**config.mk**
```make
export PLATFORM = sky130hd
export DESIGN_NAME = smartcard_tx_control
export DESIGN_NICKNAME = d
export VERILOG_FILES = /design/src/rtl/card_tx_pkg.sv /design/src/rtl/tx_byte_fifo.sv /design/src/rtl/smartcard_tx_control.sv
export SDC_FILE = /design/constraint.sdc
export NUM_CORES = 1
export LEC_CHECK = 0
export BUFFER_PORTS_ARGS = -buffer_cell sky130_fd_sc_hd__buf_2
export CAP_MARGIN = 10
export CORE_UTILIZATION = 25
export DETAILED_ROUTE_END_ITERATION = 12
export GPL_TIMING_DRIVEN = 1
export PLACE_DENSITY = 0.41
export SLEW_MARGIN = 25
export SYNTH_ARGS = -nofsm -noshare
export SYNTH_HDL_FRONTEND = slang
export SYNTH_HIERARCHICAL = 1
export SYNTH_SLANG_ARGS = --single-unit
```
**constraint.sdc**
```tcl
create_clock -name sys_clk -period 3.8 [get_ports sys_clk]
set_input_delay 0.38 -clock sys_clk [delete_from_list [all_inputs] [get_ports sys_clk]]
set_output_delay 0.38 -clock sys_clk [all_outputs]
set_load 0.01 [all_outputs]
```
**src/rtl/card_tx_pkg.sv**
```systemverilog
// shared constants and types for the smart card transmit control block
package card_tx_pkg;
   localparam int ADDR_W = 18;
   // register indices; byte address is four times the index
   localparam logic [15:0] IDX_TX_CTRL = 16'hfe06;
   localparam logic [15:0] IDX_TX_BYTE = 16'hfe07;
   localparam logic [15:0] IDX_RX_CTRL = 16'hfe08;
   localparam logic [15:0] IDX_CFG = 16'hfe10;
   localparam logic [15:0] IDX_IRQ_STATUS = 16'hfe11;
   localparam logic [15:0] IDX_IRQ_CLEAR = 16'hfe12;
   localparam logic [15:0] IDX_IRQ_ENABLE = 16'hfe13;
   // card_tx_control_status fields, plus RX_FINAL of the receive control register
   localparam int CT_SYNC_STOP = 7;
   localparam int CT_FINAL = 2;
   localparam int CT_DIR = 1;
   localparam int RX_FINAL = 5;
   // configuration fields
   localparam int CF_SYNC_MODE = 0;
   localparam int CF_HALT_EN = 1;
   localparam int CF_T1 = 2;
   localparam int CF_CHECK_EN = 3;
   localparam int CF_CRC_SEL = 4;
   localparam int CF_SW_IO = 5;
   // interrupt bits
   localparam int IRQ_EVENT = 0;
   localparam int IRQ_ERROR = 1;
   // reset values and the CRC polynomial
   localparam logic [7:0] TX_CTRL_RST = 8'h00;
   localparam logic [7:0] RX_CTRL_RST = 8'h00;
   localparam logic [7:0] CFG_RST = 8'h00;
   localparam logic [1:0] IRQ_EN_RST = 2'h0;
   localparam logic [15:0] CRC_INIT = 16'hffff;
   localparam logic [15:0] CRC_POLY = 16'h1021;
   localparam logic [7:0] LRC_INIT = 8'h00;
   // timing counts, queue depth and AXI response codes
   localparam int ETU_CYCLES_DEFAULT = 372;
   localparam int FRAME_BITS = 10;
   localparam int GUARD_ETUS = 2;
   localparam int FIFO_DEPTH_DEFAULT = 2;
   localparam logic [1:0] RESP_OKAY = 2'h0;
   localparam logic [1:0] RESP_SLVERR = 2'h2;

   typedef enum logic [1:0] {TX_IDLE, TX_BITS, TX_GUARD} tx_state_t;

   function automatic logic [15:0] crc_step(input logic [15:0] crc, input logic [7:0] b);
      logic [15:0] c;
      c = crc ^ {b, 8'h00};
      for (int i = 0; i < 8; i++) begin
         c = c[15] ? ((c << 1) ^ CRC_POLY) : (c << 1);
      end
      return c;
   endfunction : crc_step
endpackage : card_tx_pkg

```
**src/rtl/tx_byte_fifo.sv**
```systemverilog
// transmit byte queue held in flip-flops
`timescale 1ns/1ps
`default_nettype none
module tx_byte_fifo #(
   parameter int WIDTH = 8,
   parameter int DEPTH = 2
) (
   input wire logic sys_clk, // system clock
   input wire logic sys_rst, // async reset, high
   input wire logic push, // store push_data
   input wire logic [WIDTH-1:0] push_data, // byte to store
   input wire logic pop, // advance read pointer
   output logic [WIDTH-1:0] head, // oldest entry
   output logic full, // queue full
   output logic empty // queue empty
);
   localparam int AW = (DEPTH > 1) ? $clog2(DEPTH) : 1;

   typedef struct packed {
      logic [AW:0] wr_ptr;
      logic [AW:0] rd_ptr;
      logic [DEPTH-1:0][WIDTH-1:0] mem;
   } fifo_state_t;

   fifo_state_t q, d;

   // pointers carry one extra wrap bit, so full and empty need no counter
   assign empty = (q.wr_ptr == q.rd_ptr);
   assign full = (q.wr_ptr[AW-1:0] == q.rd_ptr[AW-1:0]) && (q.wr_ptr[AW] != q.rd_ptr[AW]);
   assign head = q.mem[q.rd_ptr[AW-1:0]];

   always_comb begin
      d = q;
      // a push into a full queue is dropped; old entries are never erased
      if (push && !full) begin
         d.mem[q.wr_ptr[AW-1:0]] = push_data;
         d.wr_ptr = q.wr_ptr + 1'b1;
      end
      if (pop && !empty) begin
         d.rd_ptr = q.rd_ptr + 1'b1;
      end
   end

   always_ff @(posedge sys_clk or posedge sys_rst) begin
      if (sys_rst) begin
         q <= '0;
      end else begin
         q <= d;
      end
   end
endmodule : tx_byte_fifo
`default_nettype wire

```
**src/rtl/smartcard_tx_control.sv**
```systemverilog
// smart card transmit control with AXI4-Lite registers
// Behaviour
// - sync stop mode halts card clock at terminal
// - sync stop at count limit: I/O follows software bit
// - full flag tracks queue; going full interrupts
// - empty flag mirrors queue; queued bytes transmitted
// - T=1 final: empty waits for check bytes
// - T=0 final: empty after last character succeeds
// - going empty raises transmit event interrupt
// - underflow when queue drains without final flag
// - underflow clears on read, raises error interrupt
// - final flag set after last byte; check appended
// - direction bit selects transmit or receive
// - direction set or clear restarts check logic
// - final set: switch to receive once empty
// - card break sets flag, clears on read
// - data register write queues byte for card
// - data register read advances read pointer
`timescale 1ns/1ps
`default_nettype none
module smartcard_tx_control
   import card_tx_pkg::*;
#(
   parameter int ETU_CYCLES = ETU_CYCLES_DEFAULT,
   parameter int FIFO_DEPTH = FIFO_DEPTH_DEFAULT
) (
   input wire logic sys_clk, // 50 MHz clock
   input wire logic sys_rst, // async reset, high
   input wire logic [ADDR_W-1:0] s_axi_awaddr, // write address
   input wire logic s_axi_awvalid, // write address valid
   output logic s_axi_awready, // write address ready
   input wire logic [31:0] s_axi_wdata, // write data
   input wire logic [3:0] s_axi_wstrb, // byte enables
   input wire logic s_axi_wvalid, // write data valid
   output logic s_axi_wready, // write data ready
   output logic [1:0] s_axi_bresp, // write response
   output logic s_axi_bvalid, // write response valid
   input wire logic s_axi_bready, // write response ready
   input wire logic [ADDR_W-1:0] s_axi_araddr, // read address
   input wire logic s_axi_arvalid, // read address valid
   output logic s_axi_arready, // read address ready
   output logic [31:0] s_axi_rdata, // read data
   output logic [1:0] s_axi_rresp, // read response
   output logic s_axi_rvalid, // read data valid
   input wire logic s_axi_rready, // read data ready
   input wire logic ext_card_io_line_in, // card I/O pin level
   output logic ext_card_io_line_out, // card I/O drive value
   output logic ext_card_io_line_oe_n, // low while pulling pin low
   input wire logic rlen_terminal, // repetition counter terminal pulse
   input wire logic rlen_at_limit, // repetition count at max or zero
   input wire logic [7:0] rx_status, // receive side status bits
   output logic final_rx_byte_flag, // receive last-byte flag
   output logic direction_select, // effective direction, 1 transmit
   output logic card_clock_stop, // stop the card clock
   output logic irq // level interrupt
);
   localparam int ETU_W = $clog2(ETU_CYCLES + 1);
   localparam logic [ETU_W-1:0] ETU_LAST = ETU_W'(ETU_CYCLES - 1);
   localparam logic [ETU_W-1:0] ETU_HALF = ETU_W'(ETU_CYCLES / 2);
   localparam logic [3:0] BIT_LAST = 4'(FRAME_BITS - 1);
   localparam logic [3:0] GUARD_LAST = 4'(GUARD_ETUS - 1);

   typedef struct packed {
      logic aw_held;
      logic [15:0] aw_idx;
      logic w_held;
      logic [7:0] w_data;
      logic w_strb0;
      logic bvalid;
      logic [1:0] bresp;
      logic rvalid;
      logic [7:0] rdata;
      logic [1:0] rresp;
      logic sync_stop;
      logic final_tx;
      logic dir;
      logic final_rx;
      logic underflow;
      logic brk;
      logic [7:0] cfg;
      logic [1:0] irq_status;
      logic [1:0] irq_enable;
      logic irq;
      logic tx_mode;
      tx_state_t state;
      logic [9:0] shift;
      logic [3:0] bit_cnt;
      logic [ETU_W-1:0] etu_cnt;
      logic [7:0] byte_q;
      logic is_check;
      logic [1:0] check_idx;
      logic brk_seen;
      logic [15:0] crc;
      logic [7:0] lrc;
      logic full_prev;
      logic empty_prev;
      logic line_low;
      logic clk_halt;
      logic io_meta;
      logic io_sync;
   } ctl_state_t;

   ctl_state_t q, d;
   logic fifo_push;
   logic fifo_pop;
   logic [7:0] fifo_head;
   logic fifo_full;
   logic fifo_empty;
   logic rd_pop;
   logic rd_ctrl;
   logic tx_pop;
   logic reinit;
   logic [1:0] irq_clr;
   logic under_evt;
   logic brk_evt;
   logic check_pending;
   logic empty_flag;
   logic override;
   logic tick;
   logic ld;
   logic [7:0] nb;
   logic [7:0] ctrl_view;

   tx_byte_fifo #(
      .WIDTH(8),
      .DEPTH(FIFO_DEPTH)
   ) u_fifo (
      .sys_clk(sys_clk),
      .sys_rst(sys_rst),
      .push(fifo_push),
      .push_data(q.w_data),
      .pop(fifo_pop),
      .head(fifo_head),
      .full(fifo_full),
      .empty(fifo_empty)
   );

   assign s_axi_awready = !q.aw_held;
   assign s_axi_wready = !q.w_held;
   assign s_axi_bvalid = q.bvalid;
   assign s_axi_bresp = q.bresp;
   assign s_axi_arready = !q.rvalid;
   assign s_axi_rvalid = q.rvalid;
   assign s_axi_rresp = q.rresp;
   assign s_axi_rdata = {24'h000000, q.rdata};
   assign ext_card_io_line_out = 1'b0;
   assign ext_card_io_line_oe_n = !q.line_low;
   assign final_rx_byte_flag = q.final_rx;
   assign direction_select = q.tx_mode;
   assign card_clock_stop = q.clk_halt;
   assign irq = q.irq;
   assign fifo_pop = rd_pop | tx_pop;

   always_comb begin
      d = q;
      fifo_push = 1'b0;
      rd_pop = 1'b0;
      rd_ctrl = 1'b0;
      tx_pop = 1'b0;
      reinit = 1'b0;
      irq_clr = 2'h0;
      under_evt = 1'b0;
      brk_evt = 1'b0;
      ld = 1'b0;
      nb = 8'h00;
      tick = (q.etu_cnt == ETU_LAST);
      override = q.sync_stop && rlen_at_limit;
      check_pending = q.cfg[CF_T1] && q.cfg[CF_CHECK_EN] && q.final_tx
         && (q.check_idx < (q.cfg[CF_CRC_SEL] ? 2'd2 : 2'd1));
      // with the final flag set, empty also waits for the last frame and check bytes
      empty_flag = fifo_empty && !(q.final_tx && ((q.state != TX_IDLE) || check_pending));
      ctrl_view = {q.sync_stop, 1'b0, fifo_full, empty_flag, q.underflow, q.final_tx, q.dir, q.brk};

      d.io_meta = ext_card_io_line_in;
      d.io_sync = q.io_meta;

      // write channel
      if (q.bvalid && s_axi_bready) begin
         d.bvalid = 1'b0;
         d.aw_held = 1'b0;
         d.w_held = 1'b0;
      end
      if (s_axi_awvalid && !q.aw_held) begin
         d.aw_held = 1'b1;
         d.aw_idx = s_axi_awaddr[ADDR_W-1:2];
      end
      if (s_axi_wvalid && !q.w_held) begin
         d.w_held = 1'b1;
         d.w_data = s_axi_wdata[7:0];
         d.w_strb0 = s_axi_wstrb[0];
      end
      if (q.aw_held && q.w_held && !q.bvalid) begin
         d.bvalid = 1'b1;
         d.bresp = RESP_OKAY;
         case (q.aw_idx)
            IDX_TX_CTRL: begin
               if (q.w_strb0) begin
                  d.sync_stop = q.w_data[CT_SYNC_STOP];
                  d.final_tx = q.w_data[CT_FINAL];
                  d.dir = q.w_data[CT_DIR];
                  reinit = (q.w_data[CT_DIR] != q.dir);
               end
            end
            IDX_TX_BYTE: fifo_push = q.w_strb0;
            IDX_RX_CTRL: begin
               if (q.w_strb0) begin
                  d.final_rx = q.w_data[RX_FINAL];
               end
            end
            IDX_CFG: begin
               if (q.w_strb0) begin
                  d.cfg = q.w_data;
               end
            end
            IDX_IRQ_CLEAR: irq_clr = q.w_data[1:0] & {2{q.w_strb0}};
            IDX_IRQ_ENABLE: begin
               if (q.w_strb0) begin
                  d.irq_enable = q.w_data[1:0];
               end
            end
            IDX_IRQ_STATUS: d.bresp = RESP_OKAY;
            default: d.bresp = RESP_SLVERR;
         endcase
      end

      // read channel
      if (q.rvalid && s_axi_rready) begin
         d.rvalid = 1'b0;
      end
      if (s_axi_arvalid && !q.rvalid) begin
         d.rvalid = 1'b1;
         d.rresp = RESP_OKAY;
         d.rdata = 8'h00;
         case (s_axi_araddr[ADDR_W-1:2])
            IDX_TX_CTRL: begin
               d.rdata = ctrl_view;
               rd_ctrl = 1'b1;
            end
            IDX_TX_BYTE: begin
               d.rdata = fifo_head;
               rd_pop = !fifo_empty;
            end
            IDX_RX_CTRL: d.rdata = {rx_status[7:6], q.final_rx, rx_status[4:0]};
            IDX_CFG: d.rdata = q.cfg;
            IDX_IRQ_STATUS: d.rdata = {6'h00, q.irq_status};
            IDX_IRQ_ENABLE: d.rdata = {6'h00, q.irq_enable};
            IDX_IRQ_CLEAR: d.rdata = 8'h00;
            default: d.rresp = RESP_SLVERR;
         endcase
      end

      // finish the message before leaving transmit when the final flag is set
      d.tx_mode = q.dir || (q.tx_mode && q.final_tx && !empty_flag);

      // character transmitter
      unique case (q.state)
         TX_IDLE: begin
            if (q.tx_mode && !override && !rd_pop) begin
               if (!fifo_empty) begin
                  tx_pop = 1'b1;
                  ld = 1'b1;
                  nb = fifo_head;
                  d.is_check = 1'b0;
                  d.crc = crc_step(q.crc, fifo_head);
                  d.lrc = q.lrc ^ fifo_head;
               end else if (check_pending) begin
                  ld = 1'b1;
                  if (!q.cfg[CF_CRC_SEL]) begin
                     nb = q.lrc;
                  end else if (q.check_idx == 2'd0) begin
                     nb = q.crc[15:8];
                  end else begin
                     nb = q.crc[7:0];
                  end
                  d.is_check = 1'b1;
                  d.check_idx = q.check_idx + 2'd1;
               end
            end
            if (ld) begin
               d.byte_q = nb;
               d.shift = {^nb, nb, 1'b0};
               d.bit_cnt = 4'h0;
               d.etu_cnt = '0;
               d.state = TX_BITS;
            end
         end
         TX_BITS: begin
            d.etu_cnt = q.etu_cnt + 1'b1;
            if (tick) begin
               d.etu_cnt = '0;
               if (q.bit_cnt == BIT_LAST) begin
                  d.state = TX_GUARD;
                  d.bit_cnt = 4'h0;
                  d.brk_seen = 1'b0;
               end else begin
                  d.shift = {1'b1, q.shift[9:1]};
                  d.bit_cnt = q.bit_cnt + 4'h1;
               end
            end
         end
         TX_GUARD: begin
            d.etu_cnt = q.etu_cnt + 1'b1;
            // the card pulls the line low in the guard time to signal a parity error
            if (q.bit_cnt == 4'h0 && q.etu_cnt == ETU_HALF && !q.io_sync) begin
               d.brk_seen = 1'b1;
            end
            if (tick) begin
               d.etu_cnt = '0;
               if (q.bit_cnt == GUARD_LAST) begin
                  d.bit_cnt = 4'h0;
                  if (q.brk_seen) begin
                     brk_evt = 1'b1;
                     d.shift = {^q.byte_q, q.byte_q, 1'b0};
                     d.state = TX_BITS;
                  end else begin
                     d.state = TX_IDLE;
                     under_evt = !q.is_check && fifo_empty && !q.final_tx;
                  end
               end else begin
                  d.bit_cnt = q.bit_cnt + 4'h1;
               end
            end
         end
      endcase

      if (!q.final_tx) begin
         d.check_idx = 2'd0;
      end
      if (reinit) begin
         d.crc = CRC_INIT;
         d.lrc = LRC_INIT;
         d.check_idx = 2'd0;
      end

      d.line_low = override ? !q.cfg[CF_SW_IO] : (d.state == TX_BITS && !d.shift[0]);
      d.clk_halt = q.cfg[CF_SYNC_MODE] && q.sync_stop && q.cfg[CF_HALT_EN]
         && (q.clk_halt || rlen_terminal);

      // flags: a new event wins over the clear on read
      d.underflow = (q.underflow && !rd_ctrl) || under_evt;
      d.brk = (q.brk && !rd_ctrl) || brk_evt;
      d.full_prev = fifo_full;
      d.empty_prev = empty_flag;
      d.irq_status = q.irq_status & ~irq_clr;
      if (fifo_full && !q.full_prev) begin
         d.irq_status[IRQ_EVENT] = 1'b1;
      end
      if (empty_flag && !q.empty_prev) begin
         d.irq_status[IRQ_EVENT] = 1'b1;
      end
      if (under_evt || brk_evt) begin
         d.irq_status[IRQ_ERROR] = 1'b1;
      end
      d.irq = |(d.irq_status & d.irq_enable);
   end

   always_ff @(posedge sys_clk or posedge sys_rst) begin
      if (sys_rst) begin
         q <= '0;
         q.sync_stop <= TX_CTRL_RST[CT_SYNC_STOP];
         q.final_tx <= TX_CTRL_RST[CT_FINAL];
         q.dir <= TX_CTRL_RST[CT_DIR];
         q.final_rx <= RX_CTRL_RST[RX_FINAL];
         q.cfg <= CFG_RST;
         q.irq_enable <= IRQ_EN_RST;
         q.crc <= CRC_INIT;
         q.lrc <= LRC_INIT;
         q.empty_prev <= 1'b1;
         q.io_meta <= 1'b1;
         q.io_sync <= 1'b1;
         q.state <= TX_IDLE;
      end else begin
         q <= d;
      end
   end
endmodule : smartcard_tx_control
`default_nettype wire

```
# Word-level counts from Yosys, hierarchy flattened
# Cells that the tools add are included.
# op_classes
n_addsub	5
n_bitwise	15
div_mod_pow	0
multipliers	0
reduce_logical	84
n_eq_ne	39
magnitude_cmp	4
n_shift	0
mux	88
# op_table
op	count
16-bit equality test (second input constant)	14
13-bit two-way mux	8
24-bit two-way mux	4
25-bit case mux with 3 select lines	1
8-bit two-way mux	9
25-bit two-way mux	2
8-bit case mux with 6 select lines	1
1-bit two-way mux	35
1-bit logical AND	33
33-bit two-way mux	1
10-bit two-way mux	3
2-bit two-way mux	14
3-bit inverter	8
1-bit zero test	19
3-bit AND reduction	6
17-bit two-way mux	1
16-bit bitwise mux	1
2-bit inequality test (second input constant)	8
2-bit nonzero test	8
8-bit XOR reduction	2
16-bit bitwise XOR	1
7-bit OR reduction	2
12-bit two-way mux	1
3-bit by 1-bit inequality test with 1-bit output (second input constant)	4
other kinds (32)	49
# totals
latchBits	0
ram_bits	0
regBits	148
out_inout_bits	47
rom_bits	0
in_bits	90
elab_cells	277
n_memories	0

# Logic depth before layout (Yosys ltp)
# depth
ltp_word	23
depth_mapped	12
depth_no_buf	9

# Hierarchy
# Netlist, hierarchy kept.
# by_module_without_submodules
mod	area_per_inst_um2	seq_area_each_um2	n_inst	cells_each
smartcard_tx_control	6961.7	3176.8	1	685
tx_byte_fifo	947.2	500.5	1	72

# Worst setup path before layout
# OpenSTA, ideal clock, no wires.
# synth_timing
kind	register -> register
from	reg q[77] (netlist name)
to	reg q[57] (netlist name)
n_path_buf	3
setup_ns	0.082
arrival_ns	2.747
stages_incl_launch_ff	13
slack_ns	0.971
synth_period_minus_slack_ns	2.829
required_ns	3.718
path_cell_list	dfrtp_1 > clkbuf_1 > clkbuf_1 > inv_1 > ha_1 > nand4b_1 > o21ai_1 > o41ai_4 > o21a_2 > a2111oi_4 > buf_6 > nor2_1 > a31oi_1
# synth_via
elab_chain_len	9
word_cells_on_any_way	16
cone_classes	1 x order compare; 1 x eq/ne; 12 x mux; 2 x reduce/logical
# synth_lines
element	line	source
start, declared	smartcard_tx_control.sv:103	ctl_state_t q, d;
2-bit two-way mux	smartcard_tx_control.sv:169	&& (q.check_idx < (q.cfg[CF_CRC_SEL] ? 2'd2 : 2'd1));
2-bit < comparator	smartcard_tx_control.sv:169	
1-bit logical AND	smartcard_tx_control.sv:169	
1-bit two-way mux / 8-bit two-way mux (equally long branches)	smartcard_tx_control.sv:266	end else if (check_pending) begin
1-bit two-way mux / 8-bit two-way mux (equally long branches)	smartcard_tx_control.sv:259	if (!fifo_empty) begin
1-bit two-way mux / 8-bit two-way mux (equally long branches)	smartcard_tx_control.sv:258	if (q.tx_mode && !override && !rd_pop) begin
1-bit two-way mux / 8-bit two-way mux (equally long branches)	smartcard_tx_control.sv:256	unique case (q.state)
2-bit inequality test (no line) / 33-bit two-way mux (equally long branches)	-	
6-bit AND reduction (no line) / 25-bit case mux with 3 select lines (equally long branches)	-	
# Parallel ways exist; a longest one is shown, timed or not. The select of a mux whose other input is x is not followed.
# A chain may end at the register's enable or synchronous reset.

# Final worst setup path
# layout_timing
from	reg u_fifo/q[17] (netlist name)
to	reg q[64] (netlist name)
# layout_via
elab_chain_len	11
word_cells_on_any_way	17
cone_classes	2 x eq/ne; 10 x mux; 5 x reduce/logical
# layout_lines
element	line	source
start, declared	tx_byte_fifo.sv:25	fifo_state_t q, d;
start signal, assigned	tx_byte_fifo.sv:46	q <= '0;
start signal, assigned	tx_byte_fifo.sv:48	q <= d;
2-bit equality test (*)	tx_byte_fifo.sv:28	assign empty = (q.wr_ptr == q.rd_ptr);
named net fifo_empty	smartcard_tx_control.sv:108	logic fifo_empty;
1-bit zero test	smartcard_tx_control.sv:241	rd_pop = !fifo_empty;
1-bit two-way mux	smartcard_tx_control.sv:234	case (s_axi_araddr[ADDR_W-1:2])
1-bit two-way mux	smartcard_tx_control.sv:230	if (s_axi_arvalid && !q.rvalid) begin
1-bit zero test	smartcard_tx_control.sv:258	
1-bit logical AND	smartcard_tx_control.sv:258	
8-bit two-way mux	smartcard_tx_control.sv:258	
8-bit two-way mux	smartcard_tx_control.sv:256	
8-bit XOR reduction	smartcard_tx_control.sv:281	d.shift = {^nb, nb, 1'b0};
33-bit two-way mux	smartcard_tx_control.sv:279	if (ld) begin
25-bit case mux with 3 select lines	smartcard_tx_control.sv:256	
# Mark *: on every way through the listed nets, which the timed path passes. The rest lies on a longest branch. The select of a mux whose other input is x is not followed.

==> impl_results.html <==
<table>
<tr><th>Metric</th><th>Value</th></tr>
<tr><th colspan="2">Logic synthesis</th></tr>
<tr><td>Ranking of synthesized cells by instance count</td><td>127 x sky130_fd_sc_hd__dfrtp_1, 91 x sky130_fd_sc_hd__nand2_1, 78 x sky130_fd_sc_hd__mux2_2, 46 x sky130_fd_sc_hd__o21ai_0, 42 x sky130_fd_sc_hd__nor2_1</td></tr>
<tr><td>Cell types occupying the most area after synthesis</td><td>sky130_fd_sc_hd__dfrtp_1 40%, sky130_fd_sc_hd__mux2_2 11%, sky130_fd_sc_hd__dfstp_2 6.3%</td></tr>
<tr><td>Count of state elements after synthesis</td><td>146</td></tr>
<tr><td>Count of warnings emitted by yosys</td><td>6</td></tr>
<tr><td>Most common cell in the netlist</td><td>sky130_fd_sc_hd__dfrtp_1</td></tr>
<tr><td>Per-instance average area after synthesis</td><td>~10 um2</td></tr>
<tr><td>Netlist area before placement</td><td>approximately 8000 um2</td></tr>
<tr><td>Sequential area share after synthesis</td><td>a little under half</td></tr>
<tr><td>Most used flip-flop cell after synthesis</td><td>sky130_fd_sc_hd__dfrtp_1</td></tr>
<tr><td>Top cell type's share of synthesized area</td><td>~40%</td></tr>
<tr><td>Post-synth ARST share</td><td>100%</td></tr>
<tr><td>Cell taking the most area after synthesis</td><td>sky130_fd_sc_hd__dfrtp_1</td></tr>
<tr><td>Post-synth cell types</td><td>67</td></tr>
<tr><td>Post-synth EDFFs</td><td>0</td></tr>
<tr><td>Synthesized netlist cell count</td><td>approximately 760</td></tr>
<tr><th colspan="2">Worst setup path</th></tr>
<tr><td>Critical path fanouts, max</td><td>18</td></tr>
<tr><td>Crit-path slowest cell</td><td>sky130_fd_sc_hd__a2111oi_4</td></tr>
<tr><td>Setup CP Type</td><td>reg -&gt; reg</td></tr>
<tr><td>CP bufs+invs</td><td>0</td></tr>
<tr><td>Ordered cell list for the critical path</td><td>xor2_1, nor2_1, o21ai_1, o41ai_4, o21a_2, a2111oi_4, mux2i_1, o21ai_0</td></tr>
<tr><td>Required time of the critical path</td><td>~4 ns</td></tr>
<tr><td>Kind of launch point of the worst setup path</td><td>register</td></tr>
<tr><td>Slowest stage delay, CP</td><td>roughly 0.87 ns</td></tr>
<tr><td>CP top delay family</td><td>compound AO/OA/AOI/OAI gates</td></tr>
<tr><td>CP endpoint kind</td><td>register</td></tr>
<tr><td>Critical path data arrival time</td><td>3.38 ns</td></tr>
<tr><th colspan="2">STA</th></tr>
<tr><td>Final-report setup violation count</td><td>0</td></tr>
<tr><td>Final sum of negative setup slack</td><td>0 ns</td></tr>
<tr><td>Peak clock frequency supported by timing</td><td>around 330 MHz</td></tr>
<tr><td>Shortest period the worst path allows</td><td>3.07 ns</td></tr>
<tr><td>Setup repair after global routing missed its margin</td><td>false</td></tr>
<tr><td>Slew @ Worst Pin</td><td>approximately 0.97 ns</td></tr>
<tr><td>Number of slew-limit violations in the final report</td><td>0</td></tr>
<tr><td>Crit share post-route</td><td>about four fifths</td></tr>
<tr><td>Number of hold violations in the final report</td><td>0</td></tr>
<tr><td>Clock skew after layout</td><td>between 0.009 and 0.01 ns</td></tr>
<tr><td>Worst slew margin relative to its limit</td><td>around 35%</td></tr>
<tr><th colspan="2">CTS</th></tr>
<tr><td>Number of buffers inserted for hold repair after clock tree synthesis</td><td>0</td></tr>
<tr><td>Clk slew on worst S/H paths</td><td>around 0.070 ns</td></tr>
<tr><td>TritonCTS sink count</td><td>about 150</td></tr>
<tr><td>Number of gates resized after cts</td><td>0</td></tr>
<tr><td>Max H-tree Level</td><td>4</td></tr>
<tr><td>Total setup buffers inserted after CTS</td><td>0</td></tr>
<tr><td>Later-pin clock latency in the skew report</td><td>about 0.43 ns</td></tr>
<tr><td>Cell at the root of the clock tree</td><td>sky130_fd_sc_hd__clkbuf_16</td></tr>
<tr><td>Clock buffer depth</td><td>2</td></tr>
<tr><td>Clock tree from TritonCTS</td><td>done</td></tr>
<tr><td>Inserted Clock Buffers</td><td>17</td></tr>
<tr><th colspan="2">Layout</th></tr>
<tr><td>Number of nets at the end of the flow</td><td>slightly above 900</td></tr>
<tr><td>Area growth from synthesis to layout</td><td>15.5%</td></tr>
<tr><td>Share of cells above drive strength 1</td><td>between 20 and 30%</td></tr>
<tr><td>Filler-free cell count of the finished design</td><td>1,232</td></tr>
<tr><th colspan="2">Detailed routing</th></tr>
<tr><td>Number of DRC markers in iteration 0</td><td>324</td></tr>
<tr><td>Via density per instance</td><td>4.56</td></tr>
<tr><td>Routed Wire Length</td><td>about 20,000 um</td></tr>
<tr><td>Count of antenna-violating nets left after detailed routing</td><td>0</td></tr>
<tr><td>Detailed Routing Iterations Pass 1</td><td>10</td></tr>
<tr><td>Drt wl/cell</td><td>about 16 um</td></tr>
<tr><td>Total number of vias</td><td>roughly 5.6k</td></tr>
<tr><td>Remaining routing DRC violations</td><td>22</td></tr>
<tr><th colspan="2">Min path</th></tr>
<tr><td>Worst hold path type</td><td>in -&gt; reg</td></tr>
<tr><th colspan="2">Floorplan</th></tr>
<tr><td>Initial core utilization</td><td>approximately 26%</td></tr>
<tr><td>Width of the die</td><td>~180 um</td></tr>
<tr><td>Num rows</td><td>64</td></tr>
<tr><td>Core Box Area</td><td>around 30,000 um2</td></tr>
<tr><td>I/O pins</td><td>137</td></tr>
<tr><td>Die footprint</td><td>32,400 um2</td></tr>
<tr><td>DIE HEIGHT</td><td>about 180 um</td></tr>
<tr><th colspan="2">Global route</th></tr>
<tr><td>Global routing usage summed across all routing layers</td><td>a little over an eighth</td></tr>
<tr><td>Total grt overflow</td><td>0</td></tr>
<tr><td>Global-route wire length before repair</td><td>about 33,000 um</td></tr>
<tr><td>Via count of the first global-routing pass</td><td>around 5.7k</td></tr>
<tr><td>Largest net degree at the start of global routing</td><td>84</td></tr>
<tr><td>Initial antenna violation count</td><td>1</td></tr>
<tr><th colspan="2">Run status</th></tr>
<tr><td>Violations in the final reports</td><td>design-rule violations</td></tr>
<tr><td>Status</td><td>finished with violations</td></tr>
<tr><th colspan="2">Power and ir drop</th></tr>
<tr><td>Reported leakage power</td><td>~4.0 nW</td></tr>
<tr><td>Largest vdd supply drop</td><td>~0.26 mV</td></tr>
<tr><td>Power density of the placed cells</td><td>428 nW/um2</td></tr>
<tr><th colspan="2">Placement</th></tr>
<tr><td>Total placed cells including tap cells</td><td>between 1k and 1.5k</td></tr>
<tr><td>Buffers on Ports</td><td>a little under 80</td></tr>
<tr><td>Post-detail-place hpwl</td><td>between 10,000 and 15,000 um</td></tr>
<tr><td>Weighted congestion at the end of routability-driven global placement</td><td>between 0.7 and 0.8</td></tr>
<tr><th colspan="2">Run</th></tr>
<tr><td>Number of max-cap violations</td><td>0</td></tr>
</table>
## placed cells by master (no fill, tap or decap), types with 10 or more instances in the layout
cell type,Yosys,layout
sky130_fd_sc_hd__o21ai_0,46,46
sky130_fd_sc_hd__xnor2_1,29,29
sky130_fd_sc_hd__mux2_2,78,78
sky130_fd_sc_hd__a22o_1,13,13
sky130_fd_sc_hd__mux2i_1,18,18
sky130_fd_sc_hd__dfstp_2,19,19
sky130_fd_sc_hd__inv_1,22,21
sky130_fd_sc_hd__xor2_1,22,22
sky130_fd_sc_hd__a21oi_1,18,18
sky130_fd_sc_hd__buf_2,8,77
sky130_fd_sc_hd__nand3_1,14,14
sky130_fd_sc_hd__nand2_1,91,91
sky130_fd_sc_hd__nor2_1,42,41
sky130_fd_sc_hd__ha_1,10,10
sky130_fd_sc_hd__conb_1,1,27
sky130_fd_sc_hd__dfrtp_1,127,127
sky130_fd_sc_hd__clkbuf_16,0,17
## state kept, by name, indices dropped and copies added (netlist names)
| signal | cells |
|---|---|
| q | 104 |
| s_axi_rdata | 8 |
| s_axi_rvalid | 1 |
| d | 1 |
| card_clock_stop | 1 |
| direction_select | 1 |
| ctrl_view | 5 |
| irq | 1 |
| s_axi_bvalid | 1 |
| s_axi_bresp | 1 |
| u_fifo/q | 20 |
| s_axi_rresp | 1 |
| final_rx_byte_flag | 1 |
## final timing paths
kind	startpoint	end	slack [ns]	cells after the start
setup / recovery	u_fifo/q[17]$_DFFE_PP0P_	q[64]$_DFFE_PP0P_	0.73	8
max in group asynchronous	sys_rst	q[0]$_DFF_PP1_	2.84	3
hold reg to reg	d[0]$_DFF_PP1_	q[0]$_DFF_PP1_	0.36	0
setup reg to reg	u_fifo/q[17]$_DFFE_PP0P_	q[64]$_DFFE_PP0P_	0.73	8
hold / removal	ext_card_io_line_in	d[0]$_DFF_PP1_	0.05	1
min in group asynchronous	sys_rst	q[104]$_DFFE_PP0P_	0.12	2
## cell type report
cell class,instances,area (um2)
inverters,22,87.6
repair buffers,87,473
clock buffers,22,474
multi-input cells,548,3850
fillers,3184,21700
clock inverters,10,76.3
flip-flops and latches,146,3680
well taps,396,495
diodes,1,2.50
## stage by stage
stage | util, % | instance area, um2 | power (mW) | hold slack, ns | worst slack [ns]
after floorplan | - | 8010 | 2.21 | 0.344 | 0.0955
after CTS | 29.6 | 9130 | 3.99 | 0.0286 | 0.674
after global placement | 27.8 | 8580 | 2.36 | 0.355 | 0.731
final | 29.6 | 9140 | 3.91 | 0.0545 | 0.725
after global routing | 29.6 | 9130 | 4.12 | 0.0255 | 0.461
after detailed placement | 27.8 | 8580 | 2.37 | 0.348 | 0.675
## power breakdown
group | internal [mW] | switching [mW]
sequential | 1.72 | 0.179
combinational | 0.231 | 0.199
clock | 0.893 | 0.697
## layer usage
layer | part of all wire (%) | up-vias | GRT usage [%]
met3 | 3.6 | 15 | 2.74
met1 | 50 | 2760 | 18.6
met4 | 1.5 | 2 | 4.38
li1 | - | 2744 | -
met5 | 0.065 | - | 0
met2 | 45 | 98 | 19.9
## cells by family (layout without fill, tap and decap cells)
group	after synthesis	count (layout)	share of synthesized area, %
adder cells (fa/ha/maj)	10	10	1.58
flip-flops	146	146	46.5
multiplexers	96	96	13.4
XOR/XNOR	51	51	5.65
AO/OA/AOI/OAI	138	138	12.2
other	1	28	0.0474
AND/OR/NAND/NOR	226	226	14.5
buffers and inverters	89	141	6.22
## worst register-to-register path: cells and delay by family, from the launching register on
family | cells | cell delay, ns
compound gates | 5 | 1.67
flops | 1 | 0.43
simple gates | 1 | 0.24
xor+xnor | 1 | 0.34
mux | 1 | 0.26
Note: power is estimated with default switching activity, not from simulation.
